`config.mk`:
```
export PLATFORM = sky130hd
export DESIGN_NAME = mtd_top
export DESIGN_NICKNAME = d
export VERILOG_FILES = /design/src/verilog/mtd_pkg.sv /design/src/verilog/mtd_axis_cmp.sv /design/src/verilog/mtd_debounce.sv /design/src/verilog/mtd_top.sv
export VERILOG_INCLUDE_DIRS = /design/src /design/src/verilog
export SDC_FILE = /design/constraint.sdc
export NUM_CORES = 1
export LEC_CHECK = 0
export BUFFER_PORTS_ARGS = -buffer_cell sky130_fd_sc_hd__buf_2
export CORE_UTILIZATION = 46
export CTS_BUF_LIST = sky130_fd_sc_hd__clkbuf_4 sky130_fd_sc_hd__clkbuf_8
export CTS_CLUSTER_DIAMETER = 150
export DETAILED_ROUTE_END_ITERATION = 10
export PLACE_DENSITY_LB_ADDON = 0.3
export SKIP_CTS_REPAIR_TIMING = 1
export SYNTH_ARGS = -nofsm -noshare
export SYNTH_HDL_FRONTEND = slang
export SYNTH_HIERARCHICAL = 1
export SYNTH_SLANG_ARGS = --single-unit
```
`constraint.sdc`:
```
create_clock -name sys_clk_in -period 4.6 [get_ports sys_clk_in]
set_input_delay 0.69 -clock sys_clk_in [delete_from_list [all_inputs] [get_ports sys_clk_in]]
set_output_delay 0.69 -clock sys_clk_in [all_outputs]
set_load 0.02 [all_outputs]
```
`src/verilog/mtd_regs.svh`:
```
// register offsets, field positions and reset values of the magnetic
// threshold event detector; definitions only, included by bare name
`ifndef MTD_REGS_SVH
`define MTD_REGS_SVH

// register offsets on the device register port
`define MTD_ADDR_SRC      8'h53
`define MTD_ADDR_X_UPPER  8'h54
`define MTD_ADDR_X_LOWER  8'h55
`define MTD_ADDR_Y_UPPER  8'h56
`define MTD_ADDR_Y_LOWER  8'h57
`define MTD_ADDR_Z_UPPER  8'h58
`define MTD_ADDR_Z_LOWER  8'h59
`define MTD_ADDR_DB_COUNT 8'h5A

// source and x upper register field positions
`define MTD_SRC_EA_BIT    7
`define MTD_DBCLR_BIT     7

// widths and reset values
`define MTD_THS_W         15
`define MTD_SMP_W         16
`define MTD_RST_BYTE      8'h00
`define MTD_RST_THS       15'h0000

`endif

```
`src/verilog/mtd_pkg.sv`:
```
// shared types of the magnetic threshold event detector
// assumes mtd_regs.svh supplies the widths
`include "mtd_regs.svh"

package mtd_pkg;
   typedef logic [`MTD_THS_W-1:0] mtd_ths_t;   // unsigned magnitude
   typedef logic signed [`MTD_SMP_W-1:0] mtd_smp_t;
   typedef logic [7:0] mtd_byte_t;
endpackage

```
`src/verilog/mtd_axis_cmp.sv`:
```
// one axis: offset correction, magnitude and threshold compare
// assumes samples and offsets come from logic on the same clock
`timescale 1ns/1ps

module mtd_axis_cmp (
   // sample path
   input  wire mtd_pkg::mtd_smp_t sample_in,
   input  wire mtd_pkg::mtd_smp_t offset_in,
   input  wire logic              raw_mode_in,
   // threshold
   input  wire mtd_pkg::mtd_ths_t ths_in,
   // results
   output logic                   above_out,
   output logic                   below_out,
   output logic                   neg_out
);

   logic signed [16:0] corr;
   logic        [16:0] mag;

   // one extra bit keeps sample plus offset from wrapping
   always_comb begin
      if (raw_mode_in) begin
         corr = {sample_in[15], sample_in};
      end else begin
         corr = {sample_in[15], sample_in} + {offset_in[15], offset_in};
      end
      mag       = corr[16] ? 17'(-corr) : 17'(corr);
      above_out = mag >= {2'h0, ths_in};
      below_out = mag <= {2'h0, ths_in};
      neg_out   = corr[16];
   end

endmodule

```
`src/verilog/mtd_debounce.sv`:
```
// debounce counter stepped once per output_sample_rate period, every other one in hybrid mode
// assumes step_in is a one-cycle pulse on the same clock
`timescale 1ns/1ps

module mtd_debounce (
   // clock and reset
   input  wire logic       sys_clk_in,
   input  wire logic       nrst_in,
   input  wire logic       ce_in,
   // control
   input  wire logic       step_in,
   input  wire logic       cond_in,
   input  wire logic       clr_mode_in,
   input  wire logic [7:0] limit_in,
   // status
   output logic [7:0]      cnt_out,
   output logic            reached_out
);

   logic [7:0] cnt_q;
   logic [7:0] cnt_d;
   logic       cond_q;
   logic       cond_d;

   ////////////////////////////////////////////////////////////////////////
   // next count; a lowered limit clamps on the next clock, so the count sits
   // above it for one cycle at most, even between samples
   always_comb begin
      cnt_d  = cnt_q;
      cond_d = cond_q;
      if (step_in) begin
         cond_d = cond_in;
         if (cond_in) begin
            cnt_d = (cnt_q < limit_in) ? 8'(cnt_q + 8'h01) : limit_in;
         end else if (clr_mode_in) begin
            cnt_d = 8'h00;
         end else if (cnt_q != 8'h00) begin
            cnt_d = 8'(cnt_q - 8'h01);
         end
      end
      if (cnt_d > limit_in) begin
         cnt_d = limit_in;
      end
   end

   always_ff @(posedge sys_clk_in or negedge nrst_in) begin
      if (!nrst_in) begin
         cnt_q  <= 8'h00;
         cond_q <= 1'b0;
      end else if (ce_in) begin
         cnt_q  <= cnt_d;
         cond_q <= cond_d;
      end
   end

   // event once the count reaches the programmed value on a true sample
   assign cnt_out     = cnt_q;
   assign reached_out = (cnt_q == limit_in) && cond_q;

   ////////////////////////////////////////////////////////////////////////
   // checks
   AST_DB_SAT: assert property (@(posedge sys_clk_in) disable iff (!nrst_in)
      ce_in && $stable(limit_in) |-> cnt_q <= limit_in)
      else $error("debounce count above limit");

   AST_DB_CLR: assert property (@(posedge sys_clk_in) disable iff (!nrst_in)
      ce_in && step_in && !cond_in && clr_mode_in |=> cnt_q == 8'h00)
      else $error("debounce count not cleared");

   AST_DB_DEC: assert property (@(posedge sys_clk_in) disable iff (!nrst_in)
      ce_in && step_in && !cond_in && !clr_mode_in && cnt_q != 8'h00
      && cnt_q <= limit_in && $stable(limit_in)
      |=> cnt_q == 8'($past(cnt_q) - 8'h01))
      else $error("debounce count not decremented");

   AST_DB_INC: assert property (@(posedge sys_clk_in) disable iff (!nrst_in)
      ce_in && step_in && cond_in && cnt_q < limit_in
      |=> cnt_q == 8'($past(cnt_q) + 8'h01))
      else $error("debounce count not incremented");

   AST_DB_FLAG: assert property (@(posedge sys_clk_in) disable iff (!nrst_in)
      ce_in && step_in && cond_in && cnt_q == limit_in && $stable(limit_in)
      |=> reached_out)
      else $error("event not raised at debounce count");

endmodule

```
`src/verilog/mtd_top.sv`:
```
// magnetic threshold event detector: register port, per-axis compare,
// debounce, source register and interrupt pin routing
// assumes samples, config bits and register strobes share sys_clk_in;
// sample_tick_in pulses once per output_sample_rate period
//
// Contract
// - source register shows the event driving the flag, or the latched one
// - event-active bit is 1 while the count equals the programmed count and the last sampled enabled-axis combination is true
// - each axis has a high-event bit, 1 when that axis detected an event
// - each axis polarity bit: 0 positive field, 1 negative field; reads 0 while its high-event bit is 0
// - a disabled axis reads its event and polarity bits as zero
// - each threshold is an unsigned 15-bit magnitude, 0.1 uT per step
// - with raw mode off, compare offset-corrected samples
// - upper byte low seven bits hold threshold 14:8, lower byte 7:0
// - debounce-mode bit 1 clears the counter when the condition fails
// - debounce-mode bit 0 decrements the counter when the condition fails
// - an 8-bit debounce count sets the samples needed for an event
// - event flag sets when the counter reaches the programmed count
// - counter saturates at the programmed count
// - counter steps once per sample period, every other one in hybrid mode
// - select 0: all enabled axes at or below; 1: any enabled at or above
// - latched flag holds until source read; unlatched follows detection
// - enabled flag goes to pin two when route is 0, pin one when 1
`timescale 1ns/1ps
`include "mtd_regs.svh"

module mtd_top (
   // clock, reset, enable
   input  wire logic              sys_clk_in,
   input  wire logic              nrst_in,
   input  wire logic              ce_in,
   // register port
   input  wire logic [7:0]        reg_addr_in,
   input  wire logic              reg_wr_in,
   input  wire logic [7:0]        reg_wdata_in,
   input  wire logic              reg_rd_in,
   output logic [7:0]             reg_rdata_out,
   // sample path
   input  wire logic              sample_tick_in,
   input  wire logic              hybrid_mode_in,
   input  wire logic              raw_mode_in,
   input  wire mtd_pkg::mtd_smp_t smp_x_in,
   input  wire mtd_pkg::mtd_smp_t smp_y_in,
   input  wire mtd_pkg::mtd_smp_t smp_z_in,
   input  wire mtd_pkg::mtd_smp_t off_x_in,
   input  wire mtd_pkg::mtd_smp_t off_y_in,
   input  wire mtd_pkg::mtd_smp_t off_z_in,
   // configuration bits
   input  wire logic              cfg_latch_en_in,
   input  wire logic              cfg_or_mode_in,
   input  wire logic [2:0]        cfg_axis_en_in,
   input  wire logic              cfg_int_en_in,
   input  wire logic              cfg_int_route_in,
   // interrupt pins and flag
   input  wire logic              irq_one_other_in,
   input  wire logic              irq_two_other_in,
   output logic                   irq_pin_one_out,
   output logic                   irq_pin_two_out,
   output logic                   event_active_flag_out
);

   mtd_pkg::mtd_smp_t smp [3];
   mtd_pkg::mtd_smp_t off [3];
   mtd_pkg::mtd_ths_t ths_q [3];
   mtd_pkg::mtd_ths_t ths_d [3];
   logic       dbclr_q, dbclr_d;
   logic [7:0] limit_q, limit_d;
   logic [2:0] above, below, neg;
   logic       phase_q, phase_d;
   logic       step;
   logic       cond;
   logic       reached;
   logic [5:0] axis_q, axis_d;
   logic [7:0] lat_q, lat_d;
   logic [7:0] live;
   logic [7:0] src_view;
   logic       src_rd;
   logic [7:0] rdata_q, rdata_d;
   logic       flag_q, irq1_q, irq2_q;

   assign smp = '{smp_x_in, smp_y_in, smp_z_in};
   assign off = '{off_x_in, off_y_in, off_z_in};

   // spread a 3-bit axis vector onto the {he,hp} pairs of the source byte
   function automatic logic [5:0] pair_mask(input logic [2:0] en);
      pair_mask = {en[2], en[2], en[1], en[1], en[0], en[0]};
   endfunction

   ////////////////////////////////////////////////////////////////////////
   // per-axis compare
   for (genvar i = 0; i < 3; i++) begin : g_axis
      mtd_axis_cmp u_cmp (
         .sample_in   (smp[i]),
         .offset_in   (off[i]),
         .raw_mode_in (raw_mode_in),
         .ths_in      (ths_q[i]),
         .above_out   (above[i]),
         .below_out   (below[i]),
         .neg_out     (neg[i])
      );
   end

   ////////////////////////////////////////////////////////////////////////
   // register writes; threshold and debounce registers
   always_comb begin
      ths_d   = ths_q;
      dbclr_d = dbclr_q;
      limit_d = limit_q;
      if (reg_wr_in) begin
         if (reg_addr_in == `MTD_ADDR_X_UPPER) begin
            dbclr_d         = reg_wdata_in[`MTD_DBCLR_BIT];
            ths_d[0][14:8]  = reg_wdata_in[6:0];
         end else if (reg_addr_in == `MTD_ADDR_X_LOWER) begin
            ths_d[0][7:0]   = reg_wdata_in;
         end else if (reg_addr_in == `MTD_ADDR_Y_UPPER) begin
            ths_d[1][14:8]  = reg_wdata_in[6:0];
         end else if (reg_addr_in == `MTD_ADDR_Y_LOWER) begin
            ths_d[1][7:0]   = reg_wdata_in;
         end else if (reg_addr_in == `MTD_ADDR_Z_UPPER) begin
            ths_d[2][14:8]  = reg_wdata_in[6:0];
         end else if (reg_addr_in == `MTD_ADDR_Z_LOWER) begin
            ths_d[2][7:0]   = reg_wdata_in;
         end else if (reg_addr_in == `MTD_ADDR_DB_COUNT) begin
            limit_d         = reg_wdata_in;
         end
      end
   end

   // thresholds held as 15-bit magnitudes; bit 15 does not exist
   always_ff @(posedge sys_clk_in or negedge nrst_in) begin
      if (!nrst_in) begin
         ths_q   <= '{`MTD_RST_THS, `MTD_RST_THS, `MTD_RST_THS};
         dbclr_q <= 1'b0;
         limit_q <= `MTD_RST_BYTE;
      end else if (ce_in) begin
         ths_q   <= ths_d;
         dbclr_q <= dbclr_d;
         limit_q <= limit_d;
      end
   end

   ////////////////////////////////////////////////////////////////////////
   // sample step; hybrid mode takes every second tick, doubling the step
   always_comb begin
      phase_d = phase_q;
      if (sample_tick_in) begin
         phase_d = hybrid_mode_in ? !phase_q : 1'b0;
      end
   end

   assign step = sample_tick_in && (!hybrid_mode_in || phase_q);

   always_ff @(posedge sys_clk_in or negedge nrst_in) begin
      if (!nrst_in) begin
         phase_q <= 1'b0;
      end else if (ce_in) begin
         phase_q <= phase_d;
      end
   end

   ////////////////////////////////////////////////////////////////////////
   // event condition; with no axis enabled the and-form stays false
   always_comb begin
      if (cfg_or_mode_in) begin
         cond = |(cfg_axis_en_in & above);
      end else begin
         cond = (cfg_axis_en_in != 3'h0)
              && (&(~cfg_axis_en_in | below));
      end
   end

   mtd_debounce u_db (
      .sys_clk_in  (sys_clk_in),
      .nrst_in     (nrst_in),
      .ce_in       (ce_in),
      .step_in     (step),
      .cond_in     (cond),
      .clr_mode_in (dbclr_q),
      .limit_in    (limit_q),
      .cnt_out     (),
      .reached_out (reached)
   );

   ////////////////////////////////////////////////////////////////////////
   // per-axis flags caught at each step, then the source views
   always_comb begin
      axis_d = axis_q;
      if (step) begin
         for (int i = 0; i < 3; i++) begin
            axis_d[2*i+1] = cfg_or_mode_in ? above[i] : below[i];
            axis_d[2*i]   = neg[i] && axis_d[2*i+1];
         end
      end
   end

   assign live   = {reached, 1'b0, axis_q};
   assign src_rd = reg_rd_in && (reg_addr_in == `MTD_ADDR_SRC);

   // latch: a new event in the read cycle wins over the clear
   always_comb begin
      lat_d = lat_q;
      if (src_rd) begin
         lat_d = 8'h00;
      end
      if (reached) begin
         lat_d = lat_q | live;
      end
   end

   always_comb begin
      src_view      = cfg_latch_en_in ? lat_q : live;
      src_view[5:0] = src_view[5:0] & pair_mask(cfg_axis_en_in);
   end

   always_ff @(posedge sys_clk_in or negedge nrst_in) begin
      if (!nrst_in) begin
         axis_q <= 6'h00;
         lat_q  <= `MTD_RST_BYTE;
      end else if (ce_in) begin
         axis_q <= axis_d;
         lat_q  <= lat_d;
      end
   end

   ////////////////////////////////////////////////////////////////////////
   // read data; unmapped offsets read zero, reserved bit 7 of y/z reads 0
   always_comb begin
      rdata_d = rdata_q;
      if (reg_rd_in) begin
         if (reg_addr_in == `MTD_ADDR_SRC) begin
            rdata_d = src_view;
         end else if (reg_addr_in == `MTD_ADDR_X_UPPER) begin
            rdata_d = {dbclr_q, ths_q[0][14:8]};
         end else if (reg_addr_in == `MTD_ADDR_X_LOWER) begin
            rdata_d = ths_q[0][7:0];
         end else if (reg_addr_in == `MTD_ADDR_Y_UPPER) begin
            rdata_d = {1'b0, ths_q[1][14:8]};
         end else if (reg_addr_in == `MTD_ADDR_Y_LOWER) begin
            rdata_d = ths_q[1][7:0];
         end else if (reg_addr_in == `MTD_ADDR_Z_UPPER) begin
            rdata_d = {1'b0, ths_q[2][14:8]};
         end else if (reg_addr_in == `MTD_ADDR_Z_LOWER) begin
            rdata_d = ths_q[2][7:0];
         end else if (reg_addr_in == `MTD_ADDR_DB_COUNT) begin
            rdata_d = limit_q;
         end else begin
            rdata_d = 8'h00;
         end
      end
   end

   ////////////////////////////////////////////////////////////////////////
   // flag and interrupt pins, registered so the pins never glitch
   always_ff @(posedge sys_clk_in or negedge nrst_in) begin
      if (!nrst_in) begin
         rdata_q <= `MTD_RST_BYTE;
         flag_q  <= 1'b0;
         irq1_q  <= 1'b0;
         irq2_q  <= 1'b0;
      end else if (ce_in) begin
         rdata_q <= rdata_d;
         flag_q  <= src_view[`MTD_SRC_EA_BIT];
         irq1_q  <= irq_one_other_in || (cfg_int_en_in && cfg_int_route_in
                    && src_view[`MTD_SRC_EA_BIT]);
         irq2_q  <= irq_two_other_in || (cfg_int_en_in && !cfg_int_route_in
                    && src_view[`MTD_SRC_EA_BIT]);
      end
   end

   assign reg_rdata_out         = rdata_q;
   assign event_active_flag_out = flag_q;
   assign irq_pin_one_out       = irq1_q;
   assign irq_pin_two_out       = irq2_q;

   ////////////////////////////////////////////////////////////////////////
   // checks
   AST_MASK_ZERO: assert property (@(posedge sys_clk_in) disable iff (!nrst_in)
      ce_in && reg_rd_in && reg_addr_in == `MTD_ADDR_SRC && !cfg_axis_en_in[0]
      |=> reg_rdata_out[1:0] == 2'h0)
      else $error("disabled x axis bits not zero");

   AST_SRC_READ: assert property (@(posedge sys_clk_in) disable iff (!nrst_in)
      ce_in && src_rd |=> reg_rdata_out == $past(src_view))
      else $error("source read data wrong");

   AST_LATCH_HOLD: assert property (@(posedge sys_clk_in) disable iff (!nrst_in)
      ce_in && lat_q[7] && !src_rd |=> lat_q[7])
      else $error("latched event dropped without read");

   AST_LATCH_CLR: assert property (@(posedge sys_clk_in) disable iff (!nrst_in)
      ce_in && src_rd && !reached |=> lat_q == 8'h00)
      else $error("latched source not cleared by read");

   AST_LIVE: assert property (@(posedge sys_clk_in) disable iff (!nrst_in)
      ce_in && !cfg_latch_en_in ##1 ce_in && !cfg_latch_en_in
      |-> event_active_flag_out == $past(reached))
      else $error("unlatched flag does not follow detection");

   AST_ROUTE_ONE: assert property (@(posedge sys_clk_in) disable iff (!nrst_in)
      ce_in && cfg_int_en_in && cfg_int_route_in && src_view[7]
      |=> irq_pin_one_out)
      else $error("flag missing on pin one");

   AST_ROUTE_TWO: assert property (@(posedge sys_clk_in) disable iff (!nrst_in)
      ce_in && cfg_int_en_in && !cfg_int_route_in && src_view[7]
      && !irq_one_other_in |=> irq_pin_two_out && !irq_pin_one_out)
      else $error("flag on wrong interrupt pin");

   AST_THS_WR: assert property (@(posedge sys_clk_in) disable iff (!nrst_in)
      ce_in && reg_wr_in && reg_addr_in == `MTD_ADDR_X_UPPER
      |=> ths_q[0][14:8] == $past(reg_wdata_in[6:0])
      && dbclr_q == $past(reg_wdata_in[7]))
      else $error("x upper threshold write lost");

   AST_HYB_STEP: assert property (@(posedge sys_clk_in) disable iff (!nrst_in)
      ce_in && hybrid_mode_in && step |=> !phase_q)
      else $error("hybrid mode stepped on consecutive ticks");

endmodule

```
==> implementation parameters, run 1 <==
Parameter                              Value

Outcome
  Run status ... finished with violations
  Violations in the final reports ... negative setup slack

Logic synthesis
  Post-synthesis instance area ... around 11000 um^2
  Number of nets produced by synthesis ... approximately 1600
  Number of distinct library cells after synthesis ... around 110
  Warning count from the yosys run ... 6
  Share of the synthesized area in the top cell type ... between 20 and 25%
  Mapped Cells ... 1337
  Cell type with the highest aggregate area in the netlist ... sky130_fd_sc_hd__dfrtp_1
  Multiplexer area fraction after synthesis ... roughly a tenth
  Number of enable flip-flop cells after synthesis ... 0
  FF+latch count, synth ... between 80 and 90
  Flip-flop cell with the highest count after synthesis ... sky130_fd_sc_hd__dfrtp_1
  Compound-cell area share of the yosys netlist ... 26.3%
  Share of async-settable or async-resettable flops after synthesis ... 100%
  Top cells by area in the synthesized netlist ... sky130_fd_sc_hd__dfrtp_1 20%, sky130_fd_sc_hd__ha_1 13%, sky130_fd_sc_hd__mux2_2 6.5%
  Synth Area in Simple Gates ... around a fifth
  Synth Area in Adders ... between 10% and 20%
  Largest family of logic cells by synthesized area ... compound AO/OA/AOI/OAI gates
  Sequential area share after synthesis ... around a fifth
  Fraction of synthesized cell area in xor and xnor cells ... 4.96%
  Average footprint of a synthesized cell ... 8.19 um^2

Routing
  Sum of routed wire segments on met1 ... 14900 um
  Iter 0 DRT Violations ... approximately 730
  Routed wire per std cell ... roughly 16 um
  Via density per instance ... about 5.6
  Met3 WL post-DR ... around 1600 um
  Via count ... 11800
  Detailed route wirelength on metal2 ... approximately 16000 um
  Total DRC errors in the routed layout ... 0
  Count of nets left with antenna violations after detail routing ... 0
  Total routed wirelength ... 33600 um
  Pre-antenna DRT Iters ... 5
  Top sig layer ... met5

Placement
  Placer's final routability congestion estimate ... slightly below 1
  Detailed placer's ending HPWL ... about 27000 um
  Number of I/O port buffers ... about 140
  Placement-stage worst setup slack ... -2600 ps

Hold path
  Tightest Hold Check Type ... in2async

Clock tree
  Clock buffers created by TritonCTS ... 9
  Clock Path Buffers ... 2
  # H-tree levels ... 3
  Register clock-pin slew on the reported worst setup and hold paths ... roughly 90 ps
  TritonCTS clock tree ... done
  Clock tree root driver cell ... sky130_fd_sc_hd__clkbuf_8
  Later-pin clock latency in the skew report ... between 300 and 400 ps
  Clock net sink count ... slightly below 90

Worst setup path
  Dominant cell type by count on the critical path ... sky130_fd_sc_hd__nor2_1
  Critical path type ... in2reg
  Worst-path maximum fanout ... 7
  Startpoint kind of the worst setup timing path ... input pin
  Endpoint arrival time on the critical path ... about 7100 ps
  Req. time, crit path ... 4870 ps
  Worst path max stage delay ... between 400 and 500 ps
  Critical path's slowest cell ... sky130_fd_sc_hd__or3_4
  Setup crit end kind ... register

Power and ir drop
  Fraction of power consumed by the clock network ... 13.8%
  Sw Ratio ... 42.8%
  Worst IR Drop VDD ... 185 uV
  PwrDens ... just over 300 nW/um^2
  Seq pwr share ... around a fifth
  Part of the total power dissipated in combinational logic ... between 60% and 70%
  Standby leakage power ... 7.17 nW
  Internal power of the cells ... around 2.6 mW
  Post-layout total power ... about 4.6 mW
  Reported net switching power ... between 1.5 and 2 mW

Floorplanning
  Count of standard-cell rows ... 56
  Overall die height ... about 160 um
  Die Area ... around 24000 um^2
  Die span in x ... between 150 and 200 um
  Number of top-level pins ... 140
  Area of the core ... approximately 23000 um^2
  Initial standard-cell utilization of the core ... around 47%

Global routing
  Number of antenna violations at the first check in global routing ... 1
  Maximum number of pins on one net before global-route repair ... 52
  Aggregate global-route resource usage ... 27.2%
  Via count of the first global-routing pass ... between 10000 and 15000
  Wire length of the first global-routing pass ... approximately 54000 um
  Overall overflow remaining after global route ... 0

STA
  Setup TNS ... -18120 ps
  Total setup violations reported at the end of the flow ... 9
  Final-report max-slew violation count ... 0
  Worst slew margin relative to its limit ... roughly a quarter
  Final worst hold slack ... ~360 ps
  Peak clock frequency supported by timing ... about 0.15 GHz
  Share of the clock period used by the worst path after layout ... 149%
  Slew at the pin with the worst max-slew slack ... 1100 ps
  Clock skew ... between 10 and 15 ps
  Unrepaired setup endpoints after global routing ... true
  Worst Slack Setup Final ... -2230 ps
  Hold violation total from the final report ... 0
  Shortest period the worst path allows ... around 6800 ps

Cells and area
  Utilization after layout ... between 60% and 70%
  N_diodes ... 0
  # nets final ... roughly 2000
  Fraction of layout instances using a drive strength above 1 ... 39.6%
  Area Overhead vs Synth ... 38.5%

Run
  Reported max-cap violation count ... 0
[registers in the layout, indices dropped and copies added (netlist names)]
signal                 flops
axis_q                     6
dbclr_q                    1
event_active_flag_out      1
irq_pin_one_out            1
irq_pin_two_out            1
lat_q                      7
limit_q                    8
phase_q                    1
reg_rdata_out              8
ths_q                     45
u_db/cnt_out               8
u_db/cond_q                1
[final timing paths]
check	slack [ps]	depth (start not counted)	from	endpoint
max in group asynchronous	3270	2	nrst_in	lat_q[3]
hold reg to reg	500	2	lat_q[5]	lat_q[5]
hold / removal	360	1	nrst_in	ths_q[40]
setup / recovery	-2230	38	off_y_in[0]	u_db/cnt_out[1]
min in group sys_clk_in	500	2	lat_q[5]	lat_q[5]
setup reg to reg	-400	28	ths_q[16]	u_db/cnt_out[1]
[kinds of logic after synthesis]
group                      count (synthesis)
adders and majority gates                118
DFF                                       88
xor gates and xnor gates                  62
AOI/OAI and AO/OA                        431
muxes                                     98
and+or+nand+nor                          402
buffers and inverters                    138
[synth_stat cells (all sizes together) (8+ instances only)]
| master | instances |
|---|---|
| a31oi | 19 |
| nand3 | 20 |
| nand2b | 20 |
| o22ai | 8 |
| mux2 | 64 |
| dfrtp | 88 |
| ha | 115 |
| a21oi | 115 |
| a21o | 19 |
| mux2i | 33 |
| clkbuf | 18 |
| a211oi | 18 |
| xor2 | 29 |
| nor2 | 99 |
| o211ai | 21 |
| or3 | 10 |
| o31ai | 13 |
| xnor2 | 33 |
| o21ai | 109 |
| o21a | 25 |
| nor2b | 24 |
| nand2 | 135 |
| nor3 | 28 |
| inv | 92 |
| nand4 | 15 |
| buf | 25 |
[cell type report]
cell class / count / area [um^2]
timing repair buffer: 473 / 3270
multi-input combinational: 1111 / 8710
clock inverter: 4 / 75.1
clock buffer: 12 / 165
tap: 319 / 399
sequential: 88 / 2200
fill: 2038 / 8240
inverter: 93 / 349
[critical path: cells and delay by family]
kind	cells	cell delay, ps
multiplexers	1	160
buffers and inverters	5	510
AND/OR/NAND/NOR	12	1990
AO/OA/AOI/OAI	14	2250
XOR/XNOR	2	380
adder cells (fa/ha/maj)	4	1110
[power by group through the flow]
stage | sequential [mW] | combinational [mW] | clock [mW]
floorplan | 0.974 | 1.69 | 0
global placement | 0.997 | 2.61 | 0
detailed placement | 1.00 | 2.66 | 0
CTS | 0.986 | 2.68 | 0.643
global route | 1.00 | 3.29 | 0.673
finish | 0.991 | 3.00 | 0.638
[cell usage in the layout (no fill, tap or decap), drive strengths merged, types with 8 or more instances in the layout]
cell type,instances
xnor2,33
nor2b,24
nor3,28
nand3,20
or3,10
a21o,19
nand4,15
inv,92
mux2i,33
o211ai,21
nor2,99
o22ai,8
mux2,64
ha,115
o31ai,13
dfrtp,88
a21oi,115
xor2,29
o21a,25
a211oi,18
nand2,135
clkbuf,12
buf,473
nand2b,20
a31oi,19
o21ai,109
[metal layers]
| layer | global-route usage (%) | vias up |
|---|---|---|
| li1 | - | 5798 |
| met1 | 35.4 | 5635 |
| met2 | 46.6 | 332 |
| met3 | 3.27 | 70 |
| met4 | 9.06 | 2 |
| met5 | 0 | - |
[stage by stage]
stage	cells	cell area, um^2
finish	2100	15200
floorplan	1337	11200
CTS	2083	14600
detailed placement	2067	14400
global route	2100	15200
global placement	2067	14400
(Power assumes the default switching activity.)
==> run 2: changes to the inputs <==
Settings changed: SKIP_CTS_REPAIR_TIMING 1 to default.
==> run 2 against run 1 <==
The run still ends with negative setup slack left. Flip-flop and latch count unchanged. Critical path depth down 2. Via count up 0.62%. Power up 1.2%. Critical path type unchanged.
==> implementation parameters, run 2 (same netlist as run 1, synthesis figures left out) <==
Parameter                              Value

Outcome
  Run status ... finished with violations (unchanged)
  Violations in the final reports ... negative setup slack (unchanged)

Routing
  Pre-antenna DRT Iters ... 5 (unchanged)
  Via density per instance ... 5.65 (was 5.64)
  Routed wire per std cell ... 16.3 um (was 16.0 um)
  Total DRC errors in the routed layout ... 0 (unchanged)
  Iter 0 DRT Violations ... 630 (was 726)
  Total routed wirelength ... 34300 um (was 33600 um)
  Count of nets left with antenna violations after detail routing ... 0 (unchanged)
  Via count ... 11900 (was 11800)

Placement
  Placer's final routability congestion estimate ... 0.977 (unchanged)
  Number of I/O port buffers ... 139 (unchanged)
  Placement-stage worst setup slack ... -2600 ps (unchanged)
  Detailed placer's ending HPWL ... 27100 um (unchanged)

Global routing
  Number of antenna violations at the first check in global routing ... 1 (unchanged)
  Maximum number of pins on one net before global-route repair ... 52 (unchanged)
  Via count of the first global-routing pass ... 11600 (was 11200)
  Wire length of the first global-routing pass ... 55100 um (was 53700 um)
  Aggregate global-route resource usage ... 28.0% (was 27.2%)
  Overall overflow remaining after global route ... 0 (unchanged)

Worst setup path
  Startpoint kind of the worst setup timing path ... input pin (unchanged)
  CP bufs+invs ... 4 (was 5)
  Worst-path maximum fanout ... 6 (was 7)
  Setup crit end kind ... register (unchanged)
  Critical path type ... in2reg (unchanged)
  Kind of cell adding the most delay to the critical path ... compound AO/OA/AOI/OAI gates (unchanged)
  Worst path max stage delay ... 360 ps (was 440 ps)
  Req. time, crit path ... 4860 ps (was 4870 ps)
  Critical path's slowest cell ... sky130_fd_sc_hd__ha_2 (was sky130_fd_sc_hd__or3_4)
  Endpoint arrival time on the critical path ... 6820 ps (was 7100 ps)

Clock tree
  TritonCTS clock tree ... done (unchanged)
  # H-tree levels ... 3 (unchanged)
  Register clock-pin slew on the reported worst setup and hold paths ... 90 ps (about the same)
  Clock net sink count ... 88 (unchanged)
  Clock Path Buffers ... 2 (unchanged)
  Clock buffers created by TritonCTS ... 9 (unchanged)
  Total of hold buffers inserted after clock tree synthesis ... 0
  Clock tree root driver cell ... sky130_fd_sc_hd__clkbuf_8 (unchanged)
  Later-pin clock latency in the skew report ... 380 ps (about the same)

Floorplanning
  Die Area ... 24400 um^2 (unchanged)
  Die span in x ... 156 um (unchanged)
  Area of the core ... 23400 um^2 (unchanged)
  Number of top-level pins ... 140 (unchanged)
  Count of standard-cell rows ... 56 (unchanged)
  Initial standard-cell utilization of the core ... 46.8% (unchanged)
  Overall die height ... 156 um (unchanged)

Cells and area
  Area taken by multi-input logic gates ... 8960 um^2 (was 8710 um^2)
  Fill cell count ... 1986 (was 2038)
  Area Overhead vs Synth ... 41.6% (was 38.5%)
  Most frequent standard cell in the layout excluding fill and tap cells ... sky130_fd_sc_hd__buf_4 (unchanged)
  Fraction of layout instances using a drive strength above 1 ... 41.8% (was 39.6%)
  N_diodes ... 0 (unchanged)
  Area occupied by registers ... 2200 um^2 (unchanged)
  Number of flip-flops in the largest register ... 45 (unchanged)
  Most frequent cells in the layout ... 334 x sky130_fd_sc_hd__buf_4, 131 x sky130_fd_sc_hd__buf_2, 125 x sky130_fd_sc_hd__nand2_1, 102 x sky130_fd_sc_hd__ha_1, 91 x sky130_fd_sc_hd__nor2_1 (was 328 x sky130_fd_sc_hd__buf_4, 136 x sky130_fd_sc_hd__buf_2, 128 x sky130_fd_sc_hd__nand2_1, 106 x sky130_fd_sc_hd__ha_1, 94 x sky130_fd_sc_hd__a21oi_1)
  # nets final ... 2030 (was 2023)
  Biggest register ... ths_q (unchanged)

STA
  Worst slew margin relative to its limit ... 24.4% (was 25.9%)
  Unrepaired setup endpoints after global routing ... true (unchanged)
  Slew at the pin with the worst max-slew slack ... 1120 ps (was 1100 ps)
  Hold violation total from the final report ... 0 (unchanged)
  Share of the clock period used by the worst path after layout ... 143% (was 149%)
  Shortest period the worst path allows ... 6560 ps (was 6830 ps)
  Clock skew ... 12.2 ps (was 12.8 ps)
  Peak clock frequency supported by timing ... 0.152 GHz (was 0.146 GHz)
  Total setup violations reported at the end of the flow ... 9 (unchanged)
  Worst Slack Setup Final ... -1960 ps (was -2230 ps)
  Final-report max-slew violation count ... 0 (unchanged)

Run
  Reported max-cap violation count ... 0 (unchanged)

Power and ir drop
  Post-layout total power ... 4.69 mW (was 4.63 mW)
  Standby leakage power ... 7.24 nW (was 7.17 nW)
  Worst IR Drop VDD ... 196 uV (was 185 uV)
  PwrDens ... 302 nW/um^2 (was 305 nW/um^2)

Hold path
  Tightest Hold Check Type ... in2async (unchanged)
## run 2: through the flow
step                TNS, ps  cell area, um^2  instances  utilization, %  hold WS [ps]
floorplan            -14130            11200       1337               -           394
global placement     -21030            14400       2067            61.6           472
detailed placement   -22190            14400       2067            61.6           483
CTS                  -14840            15100       2098            64.7           369
global route         -19090            15500       2107            66.3           393
finish               -15740            15500       2107            66.3           353
## run 2: area by class of cell
type | instances | area share [%]
multi-input combinational | 1112 | 57.8
timing repair buffer | 479 | 21.6
sequential | 88 | 14.2
tap | 319 | 2.57
inverter | 93 | 2.25
clock buffer | 12 | 1.06
clock inverter | 4 | 0.484
## run 2: path summary, 6_finish.rpt
kind / slack [ps] / to / from / depth (start not counted)
setup / recovery: -1960 / u_db/cnt_out[7] / smp_y_in[7] / 36
hold / removal: 350 / ths_q[40] / nrst_in / 1
setup reg to reg: -280 / u_db/cnt_out[7] / ths_q[16] / 26
hold reg to reg: 500 / lat_q[5] / lat_q[5] / 2
max in group asynchronous: 3280 / lat_q[3] / nrst_in / 2
min in group sys_clk_in: 500 / lat_q[5] / lat_q[5] / 2
## run 2: worst reg2reg max path: cells and delay by family, from the launching register on
family	cells	cell delay, ps
simple gates	9	1440
compound gates	11	1870
mux	1	140
buf+inv	3	380
fa+ha+maj	2	580
flops	1	360
## run 2: routing by layer
| layer | track usage [%] | part of all wire [%] | wire length (um) | vias up |
|---|---|---|---|---|
| met1 | 35.9 | 44 | 15000 | 5669 |
| met5 | 0 | 0.038 | 13 | - |
| li1 | - | - | - | 5818 |
| met4 | 10.1 | 3.0 | 1030 | 2 |
| met3 | 3.46 | 5.0 | 1710 | 78 |
| met2 | 48.2 | 48 | 16600 | 343 |
## run 2: report_power, final
group | internal [mW] | switching (mW) | total, mW
Combinational | 1.45 | 1.61 | 3.06
Sequential | 0.872 | 0.120 | 0.992
Clock | 0.350 | 0.289 | 0.639
## run 2: repair_timing
action	CTS	global route
setup buffers	14	9
hold endpoints to repair	0	0
setup endpoints to repair	9	11
pin swaps	77	56
gates resized for setup	79	71
cloned	1	0
==> run 3: changes to the inputs <==
Settings changed: CORE_UTILIZATION 46 to 50.
==> run 3 against run 2 <==
The run still ends with negative setup slack left. Maximum frequency is 2.6% lower. Utilization is 6.3 points higher. Clock power is 5.0% lower. Combinational power is 3% higher. Sequential power hardly changed. Clock-buffer cell count is 2 lower. Non-clock buffer count is 8 higher. Via count is 1.1% higher. Worst setup slack worse by 180 ps. Cell area is 0.66% lower. Global-route usage is 2.1 points higher. Die area is 7.9% lower. Largest cell class unchanged.
==> implementation parameters, run 3 (same netlist as run 1, synthesis figures left out) <==
Parameter                              Value

Outcome
  Run status ... finished with violations (unchanged)
  Violations in the final reports ... negative setup slack (unchanged)

Clock tree
  Total of hold buffers inserted after clock tree synthesis ... 0 (unchanged)
  Clock net sink count ... 88 (unchanged)
  Clock buffers created by TritonCTS ... 9 (unchanged)
  # H-tree levels ... 3 (unchanged)
  Clock Path Buffers ... 2 (unchanged)
  Clock tree root driver cell ... sky130_fd_sc_hd__clkbuf_8 (unchanged)
  Register clock-pin slew on the reported worst setup and hold paths ... 90 ps (about the same)
  Later-pin clock latency in the skew report ... 380 ps (about the same)
  TritonCTS clock tree ... done (unchanged)

Worst setup path
  Critical path's slowest cell ... sky130_fd_sc_hd__fa_2 (was sky130_fd_sc_hd__ha_2)
  Critical path type ... in2reg (unchanged)
  Endpoint arrival time on the critical path ... 7010 ps (was 6820 ps)
  Setup crit end kind ... register (unchanged)
  Worst-path maximum fanout ... 6 (unchanged)
  Startpoint kind of the worst setup timing path ... input pin (unchanged)
  Req. time, crit path ... 4870 ps (was 4860 ps)
  Worst path max stage delay ... 360 ps (about the same)

Routing
  Total DRC errors in the routed layout ... 0 (unchanged)
  Via density per instance ... 5.81 (was 5.65)
  Count of nets left with antenna violations after detail routing ... 0 (unchanged)
  Top sig layer ... met4 (was met5)
  Met3 WL post-DR ... 1930 um (was 1710 um)
  Total routed wirelength ... 35100 um (was 34300 um)
  Routed wire per std cell ... 16.9 um (was 16.3 um)
  Pre-antenna DRT Iters ... 8 (was 5)
  Sum of routed wire segments on met1 ... 15100 um (was 15000 um)
  Via count ... 12000 (was 11900)
  Detailed route wirelength on metal2 ... 17200 um (was 16600 um)
  Iter 0 DRT Violations ... 568 (was 630)

Global routing
  Number of antenna violations at the first check in global routing ... 0 (was 1)
  Wire length of the first global-routing pass ... 54500 um (was 55100 um)
  Overall overflow remaining after global route ... 0 (unchanged)
  Aggregate global-route resource usage ... 30.1% (was 28.0%)
  Maximum number of pins on one net before global-route repair ... 50 (was 52)
  Via count of the first global-routing pass ... 11600 (about the same)

Power and ir drop
  PwrDens ... 308 nW/um^2 (was 302 nW/um^2)
  Seq pwr share ... 20.9% (was 21.2%)
  Part of the total power dissipated in combinational logic ... 66.3% (was 65.2%)
  Internal power of the cells ... 2.69 mW (was 2.67 mW)
  Worst IR Drop VDD ... 186 uV (was 196 uV)
  Reported net switching power ... 2.06 mW (was 2.02 mW)
  Sw Ratio ... 43.4% (was 43.1%)
  Fraction of power consumed by the clock network ... 12.8% (was 13.6%)
  Standby leakage power ... 7.27 nW (was 7.24 nW)

STA
  Final-report max-slew violation count ... 0 (unchanged)
  Final worst hold slack ... 335 ps (was 353 ps)
  Total setup violations reported at the end of the flow ... 9 (unchanged)
  Shortest period the worst path allows ... 6740 ps (was 6560 ps)
  Slew at the pin with the worst max-slew slack ... 809 ps (was 1120 ps)
  Clock skew ... 7.90 ps (was 12.2 ps)
  Peak clock frequency supported by timing ... 0.148 GHz (was 0.152 GHz)
  Share of the clock period used by the worst path after layout ... 146% (was 143%)
  Hold violation total from the final report ... 0 (unchanged)
  Worst slew margin relative to its limit ... 46.1% (was 24.4%)
  Worst Slack Setup Final ... -2140 ps (was -1960 ps)
  Unrepaired setup endpoints after global routing ... true (unchanged)

Placement
  Number of cells after detailed placement ... 2028 (was 2067)
  Number of I/O port buffers ... 139 (unchanged)
  Detailed placer's ending HPWL ... 27100 um (about the same)
  Placer's final routability congestion estimate ... 0.998 (was 0.977)

Cells and area
  Most frequent standard cell in the layout excluding fill and tap cells ... sky130_fd_sc_hd__buf_4 (unchanged)
  Area Overhead vs Synth ... 40.7% (was 41.6%)
  Biggest register ... ths_q (unchanged)
  Finished Layout Cells ... 2072 (was 2107)
  Most frequent cells in the layout ... 341 x sky130_fd_sc_hd__buf_4, 133 x sky130_fd_sc_hd__buf_2, 128 x sky130_fd_sc_hd__nand2_1, 104 x sky130_fd_sc_hd__ha_1, 91 x sky130_fd_sc_hd__nor2_1 (was 334 x sky130_fd_sc_hd__buf_4, 131 x sky130_fd_sc_hd__buf_2, 125 x sky130_fd_sc_hd__nand2_1, 102 x sky130_fd_sc_hd__ha_1, 91 x sky130_fd_sc_hd__nor2_1)
  Fraction of layout instances using a drive strength above 1 ... 41.1% (was 41.8%)
  Number of flip-flops in the largest register ... 45 (unchanged)
  N_diodes ... 0 (unchanged)
  # nets final ... 2039 (was 2030)

Floorplanning
  Die Area ... 22500 um^2 (was 24400 um^2)
  Overall die height ... 150 um (was 156 um)
  Area of the core ... 21200 um^2 (was 23400 um^2)
  Die span in x ... 150 um (was 156 um)
  Number of top-level pins ... 140 (unchanged)
  Count of standard-cell rows ... 53 (was 56)
  Initial standard-cell utilization of the core ... 51.6% (was 46.8%)

Hold path
  Tightest Hold Check Type ... in2async (unchanged)

Run
  Reported max-cap violation count ... 0 (unchanged)
[run 3: cell types whose count changed in the layout (fill, tap and decap cells not counted), moves of 2 or more]
cell	delta
sky130_fd_sc_hd__nand2_1	+3
sky130_fd_sc_hd__ha_1	+2
sky130_fd_sc_hd__buf_2	+2
sky130_fd_sc_hd__clkbuf_8	-3
sky130_fd_sc_hd__o21ai_0	+2
sky130_fd_sc_hd__a21oi_1	+7
sky130_fd_sc_hd__nor2b_1	-2
sky130_fd_sc_hd__a21oi_2	-7
sky130_fd_sc_hd__nor3_1	+4
sky130_fd_sc_hd__nor2b_4	+2
sky130_fd_sc_hd__nand2_2	-3
sky130_fd_sc_hd__nor3_2	-4
sky130_fd_sc_hd__ha_2	-2
sky130_fd_sc_hd__buf_4	+7
[run 3: area by class of cell]
type                    count  area, um^2
multi-input cells        1113        8890
well taps                 275         344
clock inverters             6        92.6
inverters                  93         349
repair buffers            487        3390
clock buffers              10         131
flip-flops and latches     88        2200
fillers                  1611        5810
[run 3: metal layers]
| layer | vias to the layer above | track usage, % |
|---|---|---|
| met5 | - | 0 |
| met4 | 0 | 8.69 |
| met3 | 67 | 3.72 |
| met2 | 414 | 53.8 |
| met1 | 5717 | 37.7 |
| li1 | 5846 | - |
[run 3: critical path: cells and delay by family]
kind	cells	cell delay [ps]
xor+xnor	1	160
compound gates	17	2920
simple gates	7	1040
fa+ha+maj	4	1110
buf+inv	6	650
mux	2	370
[run 3: final timing paths]
path | from | endpoint | slack, ps | cells after the start
min in group sys_clk_in | lat_q[3] | lat_q[3] | 520 | 2
min | nrst_in | reg_rdata_out[7] | 340 | 1
min reg2reg | lat_q[3] | lat_q[3] | 520 | 2
max in group asynchronous | nrst_in | lat_q[2] | 3310 | 2
max | smp_x_in[0] | u_db/cnt_out[2] | -2140 | 37
max reg2reg | ths_q[16] | u_db/cnt_out[2] | -320 | 27
[run 3: per-stage QoR]
stage	utilization, %	total power [mW]	instance area, um^2	worst slack (ps)	setup TNS, ps
5_1_grt	72.6	5.07	15400	-2440	-19740
3_3_place_gp	67.7	3.64	14400	-2590	-21390
3_5_place_dp	67.7	3.69	14400	-2680	-22910
2_1_floorplan	-	2.66	11200	-1840	-14130
4_1_cts	70.3	4.43	14900	-1950	-15610
6_report	72.6	4.74	15400	-2140	-17050
[run 3: repair_timing]
action	in CTS	in global routing
gates resized for setup	47	82
pin swaps	63	60
setup buffers	11	15
endpoints found under the setup margin	9	13
gates cloned	0	2
[run 3: power groups by stage]
stage | Sequential (mW) | Combinational [mW] | Clock (mW)
6_report | 0.993 | 3.15 | 0.607
5_1_grt | 1.01 | 3.42 | 0.644
4_1_cts | 0.988 | 2.83 | 0.614
3_5_place_dp | 1.00 | 2.69 | 0
3_3_place_gp | 0.997 | 2.64 | 0
2_1_floorplan | 0.974 | 1.69 | 0
